`src/shared/sdims_pkg.sv`:
```
/*
 * Constants for the SDRAM power-up and mode sequencer: register indexes,
 * field positions, reset values, cycle offsets and command codes.
 * Assumes one 4-bit word-index register port and an SDR SDRAM on the pins.
 */
package sdims_pkg;

    // ------------------------------------------------------------
    // register indexes
    // ------------------------------------------------------------
    localparam logic [3:0] OFF_SYS_CTRL    = 4'h0; // system_control_zero
    localparam logic [3:0] OFF_INIT_CTRL   = 4'h1; // sdram_init_control
    localparam logic [3:0] OFF_INIT_TIMING = 4'h2; // sdram_init_timing
    localparam logic [3:0] OFF_MODE        = 4'h3; // sdram_mode_value
    localparam logic [3:0] OFF_PERIODIC_REFRESH_ON        = 4'h4; // refresh_enable_reg
    localparam logic [3:0] OFF_RFCTRL      = 4'h5; // refresh_control_reg
    localparam logic [3:0] OFF_STATUS      = 4'h6; // status, read only

    // ------------------------------------------------------------
    // field positions
    // ------------------------------------------------------------
    localparam int EXTERNAL_BUS_ENABLE_BIT  = 0;  // external_bus_enable
    localparam int INIT_REQUEST_BIT = 0;  // init_request
    localparam int PRC_LSB   = 0;  // init_precharge_cycles, 3 bits
    localparam int INIT_REFRESH_INTERVAL_LSB  = 4;  // init_refresh_interval, 4 bits
    localparam int INIT_REFRESH_COUNT_LSB  = 8;  // init_refresh_count, 4 bits
    localparam int PERIODIC_REFRESH_ON_BIT  = 0;  // periodic_refresh_on
    localparam int RFC_LSB   = 0;  // refresh_interval_cycles, 12 bits
    localparam int REFRESH_WAIT_CYCLES_LSB  = 16; // refresh_wait_cycles, 4 bits
    localparam int A10_BIT   = 10; // all-bank select on precharge

    // ------------------------------------------------------------
    // values after reset
    // ------------------------------------------------------------
    localparam logic [11:0] TIMING_RST = 12'h000;
    localparam logic [11:0] MODE_RST   = 12'h000;
    localparam logic [11:0] RFC_RST    = 12'h000;
    localparam logic [3:0]  REFRESH_WAIT_CYCLES_RST   = 4'h0;

    // ------------------------------------------------------------
    // cycle offsets: cycles = field code + base
    // ------------------------------------------------------------
    localparam logic [4:0] PRC_BASE  = 5'h03;
    localparam logic [4:0] INIT_REFRESH_INTERVAL_BASE = 5'h03;
    localparam logic [4:0] REFRESH_WAIT_CYCLES_BASE = 5'h01;
    localparam logic [4:0] CKE_LAG   = 5'h02; // clock cycles before cke rises
    localparam logic [4:0] MRD_CYC   = 5'h02; // gap after mode register set

    // ------------------------------------------------------------
    // commands as {cs_n, ras_n, cas_n, we_n}
    // ------------------------------------------------------------
    localparam logic [3:0] CMD_DSL = 4'hF;
    localparam logic [3:0] CMD_PRE = 4'h2;
    localparam logic [3:0] CMD_REF = 4'h1;
    localparam logic [3:0] CMD_MRS = 4'h0;

    typedef enum logic [3:0] {
        ST_STOPPED,
        ST_CKE_WAIT,
        ST_IDLE,
        ST_PRE_WAIT,
        ST_REF_WAIT,
        ST_READY,
        ST_MODE_WAIT,
        ST_PER_WAIT
    } sdims_state_e;

endpackage

```
`src/sdims_clk_div.sv`:
```
/*
 * Memory clock divider: makes the SDRAM clock from the reference clock
 * and marks the reference edge on which the memory clock falls.
 * Assumes commands change on that edge so they are stable at the next rise.
 */
`timescale 1ns/10ps
module sdims_clk_div
    import sdims_pkg::*;
#(
    parameter int HALF = 1 // reference cycles per memory clock half period
) (
    input  wire logic i_ref_clk,
    input  wire logic i_rst,
    input  wire logic i_ce,
    input  wire logic i_run,
    output logic      o_mem_clk,
    output logic      o_tick
);
    logic [7:0] cnt_q;
    logic       clk_q;
    logic       flip;

    // ------------------------------------------------------------
    // half period counter
    // ------------------------------------------------------------
    assign flip = (cnt_q == 8'(HALF - 1));

    // clock parks low when stopped so restart begins with a clean rise
    always_ff @(posedge i_ref_clk) begin
        if (i_rst) begin
            cnt_q <= 8'h00;
            clk_q <= 1'b0;
        end else if (i_ce) begin
            if (!i_run) begin
                cnt_q <= 8'h00;
                clk_q <= 1'b0;
            end else if (flip) begin
                cnt_q <= 8'h00;
                clk_q <= ~clk_q;
            end else begin
                cnt_q <= cnt_q + 8'h01;
            end
        end
    end

    assign o_mem_clk = clk_q;
    assign o_tick    = i_ce & i_run & flip & clk_q; // falling edge coming
endmodule

```
`src/sdims_timer.sv`:
```
/*
 * Loadable down counter counting memory clock cycles.
 * Assumes the step input is one reference cycle long per memory cycle.
 */
`timescale 1ns/10ps
module sdims_timer
    import sdims_pkg::*;
#(
    parameter int W = 5
) (
    input  wire logic         i_ref_clk,
    input  wire logic         i_rst,
    input  wire logic         i_ce,
    input  wire logic         i_load,
    input  wire logic [W-1:0] i_value,
    input  wire logic         i_step,
    output logic              o_zero
);
    logic [W-1:0] cnt_q;

    // load wins over a step in the same cycle
    always_ff @(posedge i_ref_clk) begin
        if (i_rst) begin
            cnt_q <= '0;
        end else if (i_ce) begin
            if (i_load) begin
                cnt_q <= i_value;
            end else if (i_step && cnt_q != '0) begin
                cnt_q <= cnt_q - W'(1);
            end
        end
    end

    assign o_zero = (cnt_q == '0);
endmodule

```
`src/sdims_sequencer.sv`:
```
/*
 * SDRAM power-up and mode sequencer: register port, memory clock and cke,
 * initial precharge and refreshes, mode register set, periodic refresh.
 * Assumes a single SDR SDRAM on the command pins and software that waits
 * the power-up time before asking for initialisation.
 */
// The implementer's own choices: the address-and-strobe port and the register offsets.
`timescale 1ns/10ps

// Notes on behaviour
// - bus enable starts clock, then cke rises
// - deselect every cycle while waiting
// - init request in idle issues all-bank precharge, after init it stays pending
// - precharge gap from code, 000b is 3
// - refresh gap from code, 0001b is 4
// - refresh repeated to programmed count, count 0 gives one
// - init done after last refresh
// - mode write issues mode register set
// - mode value issued as written, burst length not checked
// - refresh interval covers all rows
// - refresh enable starts periodic refresh
// - deselect for refresh wait after refresh
// - periodic refresh every interval plus one cycles
module sdims_sequencer
    import sdims_pkg::*;
#(
    parameter int HALF = 1 // reference cycles per memory clock half
) (
    input  wire logic        i_ref_clk,
    input  wire logic        i_rst,
    input  wire logic        i_ce,
    input  wire logic [3:0]  i_reg_addr,
    input  wire logic [31:0] i_reg_wdata,
    input  wire logic        i_reg_wr,
    input  wire logic        i_reg_rd,
    output logic      [31:0] o_reg_rdata,
    output logic             o_mem_clk,
    output logic             o_mem_cke,
    output logic             o_memory_chip_select_n,
    output logic             o_mem_ras_n,
    output logic             o_mem_cas_n,
    output logic             o_mem_we_n,
    output logic      [11:0] o_mem_addr,
    output logic      [1:0]  o_mem_ba,
    output logic             o_init_done
);

    // ------------------------------------------------------------
    // declarations
    // ------------------------------------------------------------
    sdims_state_e state_q;
    sdims_state_e state_d;
    logic         external_bus_enable_q;
    logic         init_req_q;
    logic [11:0]  timing_q;
    logic [11:0]  mode_q;
    logic         mode_pend_q;
    logic         periodic_refresh_on_q;
    logic [11:0]  rfc_q;
    logic [3:0]   refresh_wait_cycles_q;
    logic [31:0]  rdata_q;
    logic [3:0]   cmd_q;
    logic [3:0]   cmd_d;
    logic [11:0]  maddr_q;
    logic [11:0]  maddr_d;
    logic [3:0]   left_q;
    logic [3:0]   left_d;
    logic         cke_q;
    logic         cke_d;
    logic         done_q;
    logic         done_d;
    logic         tick;
    logic         wait_load;
    logic [4:0]   wait_val;
    logic         wait_zero;
    logic         ivl_load;
    logic         ivl_zero;
    logic         take_req;
    logic         take_mode;
    logic [4:0]   prc_load;
    logic [4:0]   init_refresh_interval_load;
    logic [3:0]   init_refresh_count_cnt;

    // ------------------------------------------------------------
    // register decode
    // ------------------------------------------------------------

    // shared by the write and read paths
    function automatic logic hit(input logic [3:0] addr,
                                 input logic [3:0] off);
        hit = (addr == off);
    endfunction

    // ------------------------------------------------------------
    // register port, writes
    // ------------------------------------------------------------

    // plain control and timing fields
    always_ff @(posedge i_ref_clk) begin
        if (i_rst) begin
            external_bus_enable_q   <= 1'b0;
            timing_q <= TIMING_RST;
            periodic_refresh_on_q   <= 1'b0;
            rfc_q    <= RFC_RST;
            refresh_wait_cycles_q   <= REFRESH_WAIT_CYCLES_RST;
        end else if (i_ce && i_reg_wr) begin
            if (hit(i_reg_addr, OFF_SYS_CTRL)) begin
                external_bus_enable_q <= i_reg_wdata[EXTERNAL_BUS_ENABLE_BIT];
            end
            if (hit(i_reg_addr, OFF_INIT_TIMING)) begin
                timing_q <= i_reg_wdata[11:0];
            end
            if (hit(i_reg_addr, OFF_PERIODIC_REFRESH_ON)) begin
                periodic_refresh_on_q <= i_reg_wdata[PERIODIC_REFRESH_ON_BIT];
            end
            if (hit(i_reg_addr, OFF_RFCTRL)) begin
                rfc_q  <= i_reg_wdata[RFC_LSB +: 12];
                refresh_wait_cycles_q <= i_reg_wdata[REFRESH_WAIT_CYCLES_LSB +: 4];
            end
        end
    end

    // init request: a new write wins over the take in the same cycle
    always_ff @(posedge i_ref_clk) begin
        if (i_rst) begin
            init_req_q <= 1'b0;
        end else if (i_ce) begin
            init_req_q <= (init_req_q & ~take_req)
                        | (i_reg_wr & hit(i_reg_addr, OFF_INIT_CTRL)
                           & i_reg_wdata[INIT_REQUEST_BIT]);
        end
    end

    // mode value is stored as written; field legality is software's job
    always_ff @(posedge i_ref_clk) begin
        if (i_rst) begin
            mode_q <= MODE_RST;
        end else if (i_ce && i_reg_wr && hit(i_reg_addr, OFF_MODE)) begin
            mode_q <= i_reg_wdata[11:0];
        end
    end

    // a mode write marks one mode register set pending, writes before it issues merge, set wins over take
    always_ff @(posedge i_ref_clk) begin
        if (i_rst) begin
            mode_pend_q <= 1'b0;
        end else if (i_ce) begin
            mode_pend_q <= (mode_pend_q & ~take_mode)
                         | (i_reg_wr & hit(i_reg_addr, OFF_MODE));
        end
    end

    // ------------------------------------------------------------
    // register port, reads
    // ------------------------------------------------------------

    // data stand only in the cycle after the strobe, zero otherwise
    always_ff @(posedge i_ref_clk) begin
        if (i_rst) begin
            rdata_q <= 32'h0000_0000;
        end else if (i_ce) begin
            rdata_q <= 32'h0000_0000;
            if (i_reg_rd) begin
                if (hit(i_reg_addr, OFF_SYS_CTRL)) begin
                    rdata_q <= {31'h0000_0000, external_bus_enable_q};
                end
                if (hit(i_reg_addr, OFF_INIT_CTRL)) begin
                    rdata_q <= {31'h0000_0000, init_req_q};
                end
                if (hit(i_reg_addr, OFF_INIT_TIMING)) begin
                    rdata_q <= {20'h0_0000, timing_q};
                end
                if (hit(i_reg_addr, OFF_MODE)) begin
                    rdata_q <= {20'h0_0000, mode_q};
                end
                if (hit(i_reg_addr, OFF_PERIODIC_REFRESH_ON)) begin
                    rdata_q <= {31'h0000_0000, periodic_refresh_on_q};
                end
                if (hit(i_reg_addr, OFF_RFCTRL)) begin
                    rdata_q <= {12'h000, refresh_wait_cycles_q, 4'h0, rfc_q};
                end
                if (hit(i_reg_addr, OFF_STATUS)) begin
                    rdata_q <= {27'h000_0000, external_bus_enable_q, cke_q,
                                mode_pend_q, init_req_q, done_q};
                end
            end
        end
    end

    assign o_reg_rdata = rdata_q;

    // ------------------------------------------------------------
    // memory clock and timers
    // ------------------------------------------------------------

    // clock runs only while the external bus is enabled
    sdims_clk_div #(
        .HALF      (HALF)
    ) u_div (
        .i_ref_clk (i_ref_clk),
        .i_rst     (i_rst),
        .i_ce      (i_ce),
        .i_run     (external_bus_enable_q),
        .o_mem_clk (o_mem_clk),
        .o_tick    (tick)
    );

    // gap after each issued command, in memory cycles
    sdims_timer #(
        .W         (5)
    ) u_wait (
        .i_ref_clk (i_ref_clk),
        .i_rst     (i_rst),
        .i_ce      (i_ce),
        .i_load    (wait_load),
        .i_value   (wait_val),
        .i_step    (tick),
        .o_zero    (wait_zero)
    );

    // periodic refresh interval; held at reload while refresh is off
    sdims_timer #(
        .W         (12)
    ) u_ivl (
        .i_ref_clk (i_ref_clk),
        .i_rst     (i_rst),
        .i_ce      (i_ce),
        .i_load    (ivl_load),
        .i_value   (rfc_q),
        .i_step    (tick),
        .o_zero    (ivl_zero)
    );

    // field codes to timer loads, one less than the cycle count
    assign prc_load  = 5'(timing_q[PRC_LSB +: 3]) + PRC_BASE - 5'h01;
    assign init_refresh_interval_load = 5'(timing_q[INIT_REFRESH_INTERVAL_LSB +: 4]) + INIT_REFRESH_INTERVAL_BASE - 5'h01;
    assign init_refresh_count_cnt  = timing_q[INIT_REFRESH_COUNT_LSB +: 4];

    // ------------------------------------------------------------
    // command sequencer
    // ------------------------------------------------------------

    // decisions wait for a tick so pins move with the clock fall; bus off acts at once
    always_comb begin
        state_d   = state_q;
        cmd_d     = cmd_q;
        maddr_d   = maddr_q;
        left_d    = left_q;
        cke_d     = cke_q;
        done_d    = done_q;
        wait_load = 1'b0;
        wait_val  = 5'h00;
        take_req  = 1'b0;
        take_mode = 1'b0;
        ivl_load  = ~periodic_refresh_on_q;
        if (!external_bus_enable_q) begin
            state_d = ST_STOPPED;
            cmd_d   = CMD_DSL;
            maddr_d = 12'h000;
            cke_d   = 1'b0;
            done_d  = 1'b0;
        end else if (tick) begin
            cmd_d   = CMD_DSL;
            maddr_d = 12'h000;
            case (state_q)
                ST_STOPPED: begin
                    wait_load = 1'b1;
                    wait_val  = CKE_LAG - 5'h01;
                    state_d   = ST_CKE_WAIT;
                end
                ST_CKE_WAIT: begin
                    if (wait_zero) begin
                        cke_d   = 1'b1;
                        state_d = ST_IDLE;
                    end
                end
                ST_IDLE: begin
                    if (init_req_q) begin
                        take_req         = 1'b1;
                        cmd_d            = CMD_PRE;
                        maddr_d[A10_BIT] = 1'b1;
                        wait_load        = 1'b1;
                        wait_val         = prc_load;
                        left_d           = (init_refresh_count_cnt == 4'h0) ? 4'h1 : init_refresh_count_cnt;
                        done_d           = 1'b0;
                        state_d          = ST_PRE_WAIT;
                    end
                end
                ST_PRE_WAIT: begin
                    if (wait_zero) begin
                        cmd_d     = CMD_REF;
                        wait_load = 1'b1;
                        wait_val  = init_refresh_interval_load;
                        left_d    = left_q - 4'h1;
                        state_d   = ST_REF_WAIT;
                    end
                end
                ST_REF_WAIT: begin
                    if (wait_zero) begin
                        if (left_q != 4'h0) begin
                            cmd_d     = CMD_REF;
                            wait_load = 1'b1;
                            wait_val  = init_refresh_interval_load;
                            left_d    = left_q - 4'h1;
                        end else begin
                            done_d  = 1'b1;
                            state_d = ST_READY;
                        end
                    end
                end
                ST_READY: begin
                    // refresh first: a late refresh risks data, a late mode does not
                    if (periodic_refresh_on_q && ivl_zero) begin
                        cmd_d     = CMD_REF;
                        ivl_load  = 1'b1;
                        wait_load = 1'b1;
                        wait_val  = 5'(refresh_wait_cycles_q) + REFRESH_WAIT_CYCLES_BASE - 5'h01;
                        state_d   = ST_PER_WAIT;
                    end else if (mode_pend_q) begin
                        cmd_d     = CMD_MRS;
                        maddr_d   = mode_q;
                        take_mode = 1'b1;
                        wait_load = 1'b1;
                        wait_val  = MRD_CYC - 5'h01;
                        state_d   = ST_MODE_WAIT;
                    end
                end
                ST_MODE_WAIT, ST_PER_WAIT: begin
                    if (wait_zero) begin
                        state_d = ST_READY;
                    end
                end
                default: begin
                    state_d = ST_STOPPED;
                end
            endcase
        end
    end

    // sequencer state and registered pin values
    always_ff @(posedge i_ref_clk) begin
        if (i_rst) begin
            state_q <= ST_STOPPED;
            cmd_q   <= CMD_DSL;
            maddr_q <= 12'h000;
            left_q  <= 4'h0;
            cke_q   <= 1'b0;
            done_q  <= 1'b0;
        end else if (i_ce) begin
            state_q <= state_d;
            cmd_q   <= cmd_d;
            maddr_q <= maddr_d;
            left_q  <= left_d;
            cke_q   <= cke_d;
            done_q  <= done_d;
        end
    end

    // ------------------------------------------------------------
    // memory pins
    // ------------------------------------------------------------

    // bank address is zero for every command this block issues
    assign o_mem_cke              = cke_q;
    assign o_memory_chip_select_n = cmd_q[3];
    assign o_mem_ras_n            = cmd_q[2];
    assign o_mem_cas_n            = cmd_q[1];
    assign o_mem_we_n             = cmd_q[0];
    assign o_mem_addr             = maddr_q;
    assign o_mem_ba               = 2'h0;
    assign o_init_done            = done_q;

endmodule

```
`config.mk`:
```
export PLATFORM = sky130hd
export DESIGN_NAME = sdims_sequencer
export DESIGN_NICKNAME = d
export VERILOG_FILES = /design/src/shared/sdims_pkg.sv /design/src/sdims_clk_div.sv /design/src/sdims_timer.sv /design/src/sdims_sequencer.sv
export SDC_FILE = /design/constraint.sdc
export NUM_CORES = 1
export LEC_CHECK = 0
export BUFFER_PORTS_ARGS = -buffer_cell sky130_fd_sc_hd__buf_4
export CORE_ASPECT_RATIO = 1.1
export CORE_MARGIN = 2
export CORE_UTILIZATION = 30
export CTS_BUF_LIST = sky130_fd_sc_hd__clkbuf_4
export CTS_CLUSTER_DIAMETER = 100
export DETAILED_ROUTE_END_ITERATION = 10
export PLACE_DENSITY = 0.47
export SLEW_MARGIN = 20
export SYNTH_ARGS = -nofsm -noshare
export SYNTH_HDL_FRONTEND = slang
export SYNTH_HIERARCHICAL = 1
export SYNTH_SLANG_ARGS = --single-unit
```
`constraint.sdc`:
```
create_clock -name i_ref_clk -period 9.3 [get_ports i_ref_clk]
set_input_delay 2.79 -clock i_ref_clk [delete_from_list [all_inputs] [get_ports i_ref_clk]]
set_output_delay 2.79 -clock i_ref_clk [all_outputs]
set_load 0.01 [all_outputs]
```
### Yosys cells after proc, flatten, opt, wreduce, memory -nomap -nowiden

Cells that the tools add are included.

* output and inout port bits: 53
* bits of input ports: 41
* logic and storage cells: 190
* register bits: 128

* add/subtract/negate cells: 10
* equal/unequal tests: 29
* bitwise gates (word level): 14
* reduce and logical (&&, ||, !) cells: 30
* multiplexer cells: 88

Operators with widths (number)
* 2-to-1 mux 32 bit: 7
* 2-to-1 mux 4 bit: 23
* 2-to-1 mux 12 bit: 6
* 2-to-1 mux 5 bit: 9
* 2-to-1 mux 1 bit: 33
* equality test 4 x 3 -> 1 bit, second input constant: 7
* case mux 4 bit (7 select lines): 1
* case mux 5 bit (5 select lines): 1
* equality test 4 x 2 -> 1 bit, second input constant: 4
* 2-to-1 mux 8 bit: 2
* case mux 4 bit (4 select lines): 1
* AND reduction 2 bit: 8
* subtractor 5 x 1 -> 5 bit, second input constant: 3
* logical NOT 12 bit: 1
* logical NOT 4 bit: 3
* != test 2 x 1 -> 1 bit, second input constant: 6
* != test 3 x 2 -> 1 bit, second input constant: 4
* case mux 4 bit (3 select lines): 1
* nonzero test 12 bit: 1
* subtractor 12 x 1 -> 12 bit, second input constant: 1
* 2-to-1 mux 10 bit: 1
* AND reduction 9 bit: 1
* adder 8 x 1 -> 8 bit, second input constant: 1
* AND 1 bit: 8
* other kinds (25): 38

### Logic depth before layout (Yosys ltp)

Gate-level depths: netlist (run 1).

* depth in word-level cells: 9
* mapped depth: 13
* mapped depth without buffers: 12

### Hierarchy

The synthesis (run 1) kept the hierarchy.

Modules (own cells, without submodules)
* sdims_sequencer: sequential area each 1681.6 µm², instances 1, cells an instance 507, area each 4169.0 µm²
* sdims_timer (u_ivl): sequential area each 240.2 µm², instances 1, cells an instance 105, area each 877.1 µm²
* sdims_clk_div: sequential area each 180.2 µm², instances 1, cells an instance 55, area each 462.9 µm²
* sdims_timer (u_wait): sequential area each 100.1 µm², instances 1, cells an instance 35, area each 337.8 µm²

### Least setup slack after synthesis (run 1)

OpenSTA, ideal clock, no wires.

* path type: input port to flip-flop
* from: input port i_ce
* to: register u_wait.cnt_q[0]
* slack: 4155 ps
* arrival time: 5031 ps
* setup time: 114 ps
* required time: 9186 ps
* path buffers: 2
* cell stages on the path: 11
* cell sequence: clkbuf_1 nand3_1 nor3_1 inv_1 a2111o_1 a31oi_1 buf_4 nor2b_1 o41ai_1 a21oi_1 nor2_1

* word-level cells in the longest chain between the ends: 7
* elaborated cells between the ends (all ways): 11
* classes of those cells: 5 x mux; 3 x bitwise; 3 x reduce/logical

Ends and longest elaborated chain
* from (decl): line sdims_sequencer.sv:31 `input wire logic i_ce,`
* AND 1 bit (*) (3 in a row): line sdims_clk_div.sv:47 `assign o_tick = i_ce & i_run & flip & clk_q;`
* net tick: line sdims_sequencer.sv:72 `logic tick;`
* 2-to-1 mux 1 bit (*): line sdims_sequencer.sv:262 `end else if (tick) begin`
* 2-to-1 mux 1 bit (*): line sdims_sequencer.sv:256 `if (!external_bus_enable_q) begin`
* net wait_load: line sdims_sequencer.sv:73 `logic wait_load;`
* nonzero test 2 bit (no line)
* AND reduction 2 bit (no line)
* to (signal assigned): line sdims_timer.sv:27 `cnt_q <= i_value;`
* to (signal assigned): line sdims_timer.sv:29 `cnt_q <= cnt_q - W'(1);`
* to (decl): line sdims_timer.sv:19 `logic [W-1:0] cnt_q;`

The timed path passes the listed nets; every way through them passes the cells marked *.
A chain may end at the register's enable or synchronous reset.

### Worst setup path after layout (run 1)

* from: input port i_ce
* to: register u_wait.cnt_q[1]

The elaborated chain is that of the path after synthesis.

==> flow_summary.ini, run 1 <==
[run_status]
run_status = finished, final reports clean

[finish]
instances_no_fill = 987
layout.nets = 783
layout-drive-gt1-share_pct = 14.5
flow.area_growth_from_synthesis_pct = 11.3
final_area_mm2 = 0.00650
fillCellCount = 2025
utilization_after_layout_pct = 34.1

[worst_hold_path]
hold_path.class = reg2reg
holdPathStages = 2

[worst_setup_path]
timing.critical_path.required_ns = 9.69
launch_point_of_the_critical_path = i_ce
worst-path-max-fanout = 34
critical_path.endpoint_type = flip-flop
worst-endpoint-arrival_ns = 5.46
timing.rr.end = u_wait/cnt_q[1]$_SDFFE_PP0P_
startpoint_type = input pin
cp-endpoint = u_wait/cnt_q[1]$_SDFFE_PP0P_
reg2regPathDepth = 11
reg2reg_slack_ns = 5.74
setup.worst_path.class = in2reg
critical_path.reg2reg.startpoint = u_div/cnt_q[0]$_SDFFE_PP0P_

[place]
place_inst = 970
finalWeightedCongestion = 0.848
port-buffer-count = 59
hpwl_um = 12400
placed_cell_area_mm2 = 0.00635

[clock_tree]
cts_hold_buffers = 0
ctsLongestPathBuffers = 2
clock_tree_from_tritoncts = done
cts_root_buf = clkbuf_4
h-tree-depth = 3
cts_setup_buffers = 0
cts_buffers = 9
clkSinkCount = 110
clk-insertion-delay-late_ns = 0.50
clock_input_transition_at_the_sequential_cells_of_the_worst_setup_and_hold_paths_ns = 0.17
ctsResizeCount = 0

[sta]
finClkSkew_ns = 0.0283
final.period_utilization_pct = 54.5
final.min_clock_period_ns = 5.07
grt_setup_unrepaired = no
timing.setup.tns_ns = 0
timing.final.setup_violations = 0
max_clock_freq_mhz = 197
drv_slew = 0
worstMarginPinSlew_ns = 0.960
final_hold_viol_count = 0
slew_headroom_pct = 35.9

[synthesis]
syn_inst = 702
synth.ff_latch_count = 110
post_synthesis_instance_area_mm2 = 0.00585
ys_seq_area_share_pct = 37.7
synth.yosys.warnings = 6
number_of_enable_type_register_cells_in_the_synthesized_netlist = 0
synth_ff_type = dfxtp_1
synthDistinctLibCells = 83
synth-async-reset-ratio_pct = 0
syn_area_per_cell_um2 = 8.33

[die]
start_util_pct = 30.6
die-area_mm2 = 0.0206
placementRows = 53
chipHeight_um = 150
die_w_um = 137
boundaryPins = 94
design.core.area_mm2 = 0.0191

[route]
via_count = 5316
postRouteWirelength_um = 17000
first_pass_iters = 5
drc = 0
ant_nets = 0
wl_per_cell_um = 17.3
drt_iter0_drc = 500
routed_via_density = 5.39

[global_routing]
first_global_vias = 5045
grt_first_pass_wirelength_um = 27000
remaining_overflow_grt = 0
grt_util_all_layers_pct = 16.7
grt_max_degree = 77
antenna_found_initial = 1

[power]
vdd_drop_max_uv = 59.7
static-leakage-power_nw = 2.30
power_density_mw_per_mm2 = 124

[run]
maxCapViolations = 0
[worst min-delay path by stage]
stage,startpoint,endpoint,slack [ns]
floorplan,mode_q[0]$_SDFFE_PP0P_,mode_q[0]$_SDFFE_PP0P_,0.44
global placement,o_reg_rdata[19]$_SDFFE_PP0P_,o_reg_rdata[19]$_SDFFE_PP0P_,0.45
detailed placement,o_reg_rdata[19]$_SDFFE_PP0P_,o_reg_rdata[19]$_SDFFE_PP0P_,0.45
CTS,o_reg_rdata[19]$_SDFFE_PP0P_,o_reg_rdata[19]$_SDFFE_PP0P_,0.48
global route,o_reg_rdata[10]$_SDFFE_PP0P_,o_reg_rdata[10]$_SDFFE_PP0P_,0.50
finish,o_reg_rdata[19]$_SDFFE_PP0P_,o_reg_rdata[19]$_SDFFE_PP0P_,0.47
[cell usage in the layout (no fill, tap or decap), types with 9 or more instances in the layout]
cell type  instances
nand2_1          100
a22oi_1           21
o21ai_0           25
clkbuf_4           9
nand3_1           19
nor2_1            58
a31oi_1            9
a2bb2oi_1         13
inv_1             17
mux2i_1           18
o31ai_1           10
dfxtp_1          110
nor3_1            12
a21oi_1           71
conb_1            18
buf_4             65
[per-stage QoR]
stage,setup WS (ns),hold slack (ns),power (mW)
floorplan,4.15,0.445,0.527
global placement,3.77,0.447,0.547
detailed placement,3.74,0.450,0.547
CTS,4.30,0.476,0.819
global route,3.92,0.502,0.842
finish,4.23,0.470,0.806
[synthesized netlist by cell type, types with 6 or more instances]
| cell type | n | area, um2 |
|---|---|---|
| o311ai_1 | 6 | 52.6 |
| buf_4 | 26 | 195 |
| a21o_1 | 8 | 60.1 |
| ha_1 | 8 | 100 |
| nor2b_1 | 7 | 43.8 |
| inv_1 | 17 | 63.8 |
| nor3_1 | 12 | 60.1 |
| nand4_1 | 7 | 43.8 |
| o31ai_1 | 10 | 75.1 |
| nand2b_1 | 8 | 50.1 |
| clkbuf_1 | 18 | 67.6 |
| nor3b_1 | 6 | 45.0 |
| a2bb2oi_1 | 13 | 114 |
| nand3_1 | 19 | 95.1 |
| nand2_1 | 100 | 375 |
| nor2_1 | 58 | 218 |
| mux2i_1 | 18 | 180 |
| a21oi_1 | 71 | 355 |
| a22oi_1 | 21 | 158 |
| dfxtp_1 | 110 | 2200 |
| o21ai_0 | 25 | 125 |
| a31oi_1 | 9 | 56.3 |
| buf_2 | 15 | 75.1 |
[flip-flops by register name (all words and copies together), names as in the netlist]
name	count
external_bus_enable_q	1
mode_q	12
mode_pend_q	1
left_q	4
u_div/o_mem_clk	1
cmd_q	3
o_mem_cke	1
u_div/cnt_q	8
timing_q	12
o_reg_rdata	16
o_mem_addr	12
u_ivl/cnt_q	12
refresh_wait_cycles_q	4
rfc_q	12
o_init_done	1
periodic_refresh_on_q	1
init_req_q	1
u_wait/cnt_q	5
state_q	3
[cell type report]
cell class	instances	area (um2)	share of cell area, %
multi-input combinational	529	3280	50.4
sequential	110	2200	33.9
timing repair buffer	65	488	7.50
tap	247	309	4.75
clock inverter	7	87.6	1.35
inverter	19	71.3	1.10
clock buffer	9	67.6	1.04
antenna	1	2.50	0.0385
[report_power, final]
group	internal [mW]	switching, mW	total (mW)	leakage [nW]
clock	0.0888	0.179	0.268	0.0849
sequential	0.474	0.00310	0.478	0.887
combinational	0.0193	0.0411	0.0604	1.33
total	0.583	0.223	0.806	2.30
[metal layers]
metal	global-route usage, %	up-vias	part of all wire (%)
met5	0	-	0
met4	6.75	0	2.2
met3	2.26	27	4.4
met2	26.6	164	47
met1	22.8	2536	47
li1	-	2589	-
[logic make-up (layout without fill, tap and decap cells)]
kind of cell             Yosys count  in the layout  share of synthesized area [%]
buffers and inverters             80            100                           7.38
multiplexers                      19             19                           3.27
AO/OA/AOI/OAI                    207            207                           24.3
AND/OR/NAND/NOR                  271            271                           24.7
other                              1             19                         0.0641
flip-flops                       110            110                           37.7
adder cells (fa/ha/maj)            8              8                           1.71
XOR/XNOR                           6              6                          0.899
[worst max-delay path, cell delays in order]
cell	delay (ns)
buf_4	0.32
nand3_1	0.11
nor3_1	0.15
buf_4	0.19
inv_1	0.10
a2111o_1	0.49
a31oi_1	0.73
a2bb2oi_4	0.18
a211oi_1	0.30
a211oi_2	0.07
Power figures use the tool's default switching activity.
==> inputs of run 2 (changes only) <==
==> constraint.sdc (replaced) <==
create_clock -name i_ref_clk -period 4.95 [get_ports i_ref_clk]
set_input_delay 1.485 -clock i_ref_clk [delete_from_list [all_inputs] [get_ports i_ref_clk]]
set_output_delay 1.485 -clock i_ref_clk [all_outputs]
set_load 0.01 [all_outputs]
==> flow_summary.ini, run 2 (same netlist as run 1, synthesis figures left out) <==
[worst_setup_path]
reg2reg_slack_ns = 1.81
setup.worst_path.class = in2reg
timing.critical_path.required_ns = 5.34
critical_path.reg2reg.startpoint = u_div/cnt_q[0]$_SDFFE_PP0P_
worst-endpoint-arrival_ns = 3.70
launch_point_of_the_critical_path = i_ce
startpoint_type = input pin
worst-path-max-fanout = 34
critical_path.endpoint_type = flip-flop

[route]
ant_nets = 0
first_pass_iters = 5
postRouteWirelength_um = 16900
drt_iter0_drc = 576
via_count = 5241
wl_per_cell_um = 17.1
drc = 0
routed_via_density = 5.30

[sta]
final_hold_viol_count = 0
drv_slew = 0
timing.setup.tns_ns = 0
max_clock_freq_mhz = 302
worstMarginPinSlew_ns = 1.03
final.period_utilization_pct = 66.9
final.min_clock_period_ns = 3.31
timing.final.setup_violations = 0
finClkSkew_ns = 0.0335
slew_headroom_pct = 31.4
grt_setup_unrepaired = no

[clock_tree]
clk-insertion-delay-late_ns = 0.52
cts_buffers = 9
cts_root_buf = clkbuf_4
clock_tree_from_tritoncts = done
ctsResizeCount = 0
cts_setup_buffers = 0
cts_hold_buffers = 0
ctsLongestPathBuffers = 2
clkSinkCount = 110
clock_input_transition_at_the_sequential_cells_of_the_worst_setup_and_hold_paths_ns = 0.18
h-tree-depth = 3

[place]
hpwl_um = 12200
finalWeightedCongestion = 0.842
port-buffer-count = 59
placed_cell_area_mm2 = 0.00635

[power]
power_density_mw_per_mm2 = 228
static-leakage-power_nw = 2.30
vdd_drop_max_uv = 117

[finish]
layout.nets = 784
fillCellCount = 2024
mostFrequentLayoutCells = 110 x dfxtp_1, 100 x nand2_1, 71 x a21oi_1
final_area_mm2 = 0.00651
layout.cells.most_common = dfxtp_1
flow.area_growth_from_synthesis_pct = 11.3
layout-drive-gt1-share_pct = 14.6
utilization_after_layout_pct = 34.1
max_ffs_per_register = 16

[worst_hold_path]
hold_path.class = reg2reg
hp-start = o_reg_rdata[19]$_SDFFE_PP0P_

[global_routing]
grt_util_all_layers_pct = 16.9
antenna_found_initial = 1
remaining_overflow_grt = 0
grt_max_degree = 55
first_global_vias = 4946
grt_first_pass_wirelength_um = 26900

[die]
chipHeight_um = 150
die_w_um = 137
start_util_pct = 30.6
boundaryPins = 94
placementRows = 53
die-area_mm2 = 0.0206
design.core.area_mm2 = 0.0191

[run_status]
run_status = finished, final reports clean

[run]
maxCapViolations = 0
[run 2: critical path, cell delays in order]
cell and delay [ns]:
buf_4 0.32, nand3_1 0.12, nor3_1 0.16, buf_4 0.20, inv_1 0.10, a2111o_1 0.49
a31oi_1 0.17, buf_4 0.20, a2bb2oi_4 0.10, a211oi_1 0.28, a211oi_2 0.07
[run 2: power by group]
group | switching (mW) | internal (mW) | total [mW]
registers | 0.00584 | 0.892 | 0.897
logic | 0.0773 | 0.0362 | 0.114
clock network | 0.350 | 0.124 | 0.474
total | 0.433 | 1.05 | 1.49
[run 2: stage by stage]
stage               hold slack [ns]  std cells  setup WS, ns  total power, mW
finish                        0.474        988          1.64             1.49
global route                  0.493        988          1.50             1.56
CTS                           0.476        987          1.71             1.51
detailed placement            0.450        971          1.13             1.03
global placement              0.445        971          1.12             1.03
floorplan                     0.445        719          1.11            0.991
[run 2: path summary, 6_finish.rpt]
path,endpoint,cells past startpoint
min,o_reg_rdata[19]$_SDFFE_PP0P_,2
max,u_wait/cnt_q[1]$_SDFFE_PP0P_,11
min reg2reg,o_reg_rdata[19]$_SDFFE_PP0P_,2
max reg2reg,u_wait/cnt_q[1]$_SDFFE_PP0P_,12
[run 2: area by class of cell]
class / instances / area [um2] / share of cell area (%)
Multi-Input combinational cell: 529 / 3280 / 50.4
Sequential cell: 110 / 2200 / 33.8
Timing Repair Buffer: 66 / 495 / 7.62
Tap cell: 247 / 309 / 4.75
Clock inverter: 7 / 81.3 / 1.25
Inverter: 19 / 71.3 / 1.10
Clock buffer: 9 / 67.6 / 1.04
Antenna cell: 1 / 2.50 / 0.0385
[run 2: layer usage]
layer | vias to the layer above | global-route usage, % | routed length [um]
li1 | 2596 | - | -
met1 | 2493 | 22.9 | 7880
met2 | 129 | 26.0 | 7920
met3 | 23 | 3.06 | 723
met4 | 0 | 7.27 | 388
met5 | - | 0 | 0
==> inputs of run 3 (changes only) <==
--- a/config.mk
+++ b/config.mk
@@ -12,7 +12,7 @@
 export CTS_BUF_LIST = sky130_fd_sc_hd__clkbuf_4
 export CTS_CLUSTER_DIAMETER = 100
 export DETAILED_ROUTE_END_ITERATION = 10
-export PLACE_DENSITY = 0.47
+export PLACE_DENSITY = 0.48
 export SLEW_MARGIN = 20
 export SYNTH_ARGS = -nofsm -noshare
 export SYNTH_HDL_FRONTEND = slang
==> constraint.sdc (replaced) <==
create_clock -name i_ref_clk -period 3 [get_ports i_ref_clk]
set_input_delay 0.9 -clock i_ref_clk [delete_from_list [all_inputs] [get_ports i_ref_clk]]
set_output_delay 0.9 -clock i_ref_clk [all_outputs]
set_load 0.01 [all_outputs]
==> flow_summary.ini, run 3 (same netlist as run 1, synthesis figures left out) <==
[power]
power_density_mw_per_mm2 = 366
static-leakage-power_nw = 2.44
vdd_drop_max_uv = 153

[route]
drc = 0
wl_met3_um = 962
detailroute.wirelength.met2_um = 8290
drt_iter0_drc = 465
route.top_layer_used = met4
ant_nets = 0
wl_per_cell_um = 17.3
postRouteWirelength_um = 17500
wl_met1_um = 7830
via_count = 5426
first_pass_iters = 7
routed_via_density = 5.36

[sta]
timing.setup.tns_ns = 0
grt_setup_unrepaired = no
slew_headroom_pct = 52.8
final.min_clock_period_ns = 2.81
worstMarginPinSlew_ns = 0.702
final_critical_path_setup_slack_ns = 0.187
final.period_utilization_pct = 93.8
finClkSkew_ns = 0.0342
max_clock_freq_mhz = 356
final_hold_viol_count = 0
hold_ws_ns = 0.478
drv_slew = 0
timing.final.setup_violations = 0

[worst_setup_path]
timing.critical_path.required_ns = 3.41
slowest_stage = or4b_1
critical_path.endpoint_type = flip-flop
startpoint_type = flip-flop
reg2regPathDepth = 10
timing.rr.end = u_wait/cnt_q[3]$_SDFFE_PP0P_
cp_slowest_stage_delay_ns = 0.51
worstPathCellList = inv_1 > ha_1 > or4b_1 > nor3_4 > inv_1 > a2111o_1 > a31oi_4 > buf_4 > nor2_1 > o41ai_1
worst-endpoint-arrival_ns = 3.22
reg2reg_slack_ns = 0.19
crit_top_cell = inv_1
critical_path.reg2reg.startpoint = u_div/cnt_q[0]$_SDFFE_PP0P_
setup.worst_path.class = reg2reg
worst-path-max-fanout = 7

[die]
chipHeight_um = 150
die_w_um = 137
boundaryPins = 94
die-area_mm2 = 0.0206
placementRows = 53
start_util_pct = 30.6
design.core.area_mm2 = 0.0191

[finish]
utilization_after_layout_pct = 35.3
mostFrequentLayoutCells = 110 x dfxtp_1, 100 x nand2_1, 90 x buf_4
layout.cells.most_common = dfxtp_1
layout.nets = 809
final_area_mm2 = 0.00675
flow.area_growth_from_synthesis_pct = 15.4
layout-drive-gt1-share_pct = 17.9
max_ffs_per_register = 16
fillCellCount = 1985

[clock_tree]
h-tree-depth = 3
clk-insertion-delay-late_ns = 0.53
cts_buffers = 9
ctsLongestPathBuffers = 2
clock_tree_from_tritoncts = done
clkSinkCount = 110
cts_root_buf = clkbuf_4
clock_input_transition_at_the_sequential_cells_of_the_worst_setup_and_hold_paths_ns = 0.18

[place]
hpwl_um = 13000
finalWeightedCongestion = 0.890
placed_cell_area_mm2 = 0.00657
port-buffer-count = 59
place_ws_ns = 0.0747

[global_routing]
grt_util_all_layers_pct = 17.3
grt_first_pass_wirelength_um = 27600
grt_max_degree = 65
first_global_vias = 5095
remaining_overflow_grt = 0
antenna_found_initial = 1

[run]
maxCapViolations = 0

[worst_hold_path]
whs_endpoint = o_reg_rdata[17]$_SDFFE_PP0P_
holdPathStages = 2
hp-start = o_reg_rdata[17]$_SDFFE_PP0P_
hold_path.class = reg2reg

[run_status]
run_status = finished, final reports clean
run 3: changes by cell type in the layout (fill, tap and decap cells not counted), sizes merged:
cell and change:
inv -2, clkinv +2, buf +25
run 3: metal layers:
metal	global-route usage [%]	vias up
met5	0	-
met4	6.65	0
met3	3.70	26
met2	28.2	158
met1	22.2	2598
li1	-	2644
run 3: power by group:
group	switching, mW	internal (mW)	total [mW]
logic	0.130	0.0668	0.197
clock network	0.588	0.204	0.793
registers	0.0100	1.47	1.48
run 3: area by class of cell:
| class | instances | area (um2) | area share, % |
|---|---|---|---|
| clock inverter | 7 | 86.3 | 1.28 |
| inverter | 19 | 71.3 | 1.06 |
| timing repair buffer | 91 | 696 | 10.3 |
| multi-input combinational | 529 | 3310 | 49.1 |
| antenna | 1 | 2.50 | 0.0371 |
| clock buffer | 9 | 67.6 | 1.00 |
| sequential | 110 | 2200 | 32.6 |
| tap | 247 | 309 | 4.58 |
run 3: critical path, delay by kind of cell, from the launching register on:
kind | cells | cell delay, ns
AOI/OAI and AO/OA | 3 | 1.03
adders and majority gates | 1 | 0.14
DFF | 1 | 0.35
and+or+nand+nor | 3 | 0.83
buffers and inverters | 3 | 0.36
run 3: repair_timing:
| item | 4_1_cts | 5_1_grt |
|---|---|---|
| gates resized for setup | 0 | 3 |
| setup buffers | 0 | 1 |
| hold buffers | 0 | 0 |
| endpoints found under the setup margin | 0 | 14 |
run 3: how the worst max path moves through the flow:
stage / cells past startpoint / startpoint / slack [ns] / to
3_3_place_gp: 10 / u_div/cnt_q[0]$_SDFFE_PP0P_ / 0.1 / u_wait/cnt_q[3]$_SDFFE_PP0P_
4_1_cts: 10 / u_div/cnt_q[0]$_SDFFE_PP0P_ / 0.01 / u_wait/cnt_q[3]$_SDFFE_PP0P_
2_1_floorplan: 11 / i_ce / 0.03 / u_wait/cnt_q[0]$_SDFFE_PP0P_
6_report: 10 / u_div/cnt_q[0]$_SDFFE_PP0P_ / 0.19 / u_wait/cnt_q[3]$_SDFFE_PP0P_
3_5_place_dp: 9 / i_ce / 0.07 / u_wait/cnt_q[3]$_SDFFE_PP0P_
5_1_grt: 10 / u_div/cnt_q[0]$_SDFFE_PP0P_ / 0.009 / u_wait/cnt_q[3]$_SDFFE_PP0P_
run 3: stage by stage:
step / instances / power, mW
final: 1013 / 2.47
after global routing: 1013 / 2.57
after CTS: 1011 / 2.50
after detailed placement: 995 / 1.71
after global placement: 995 / 1.70
after floorplan: 719 / 1.63
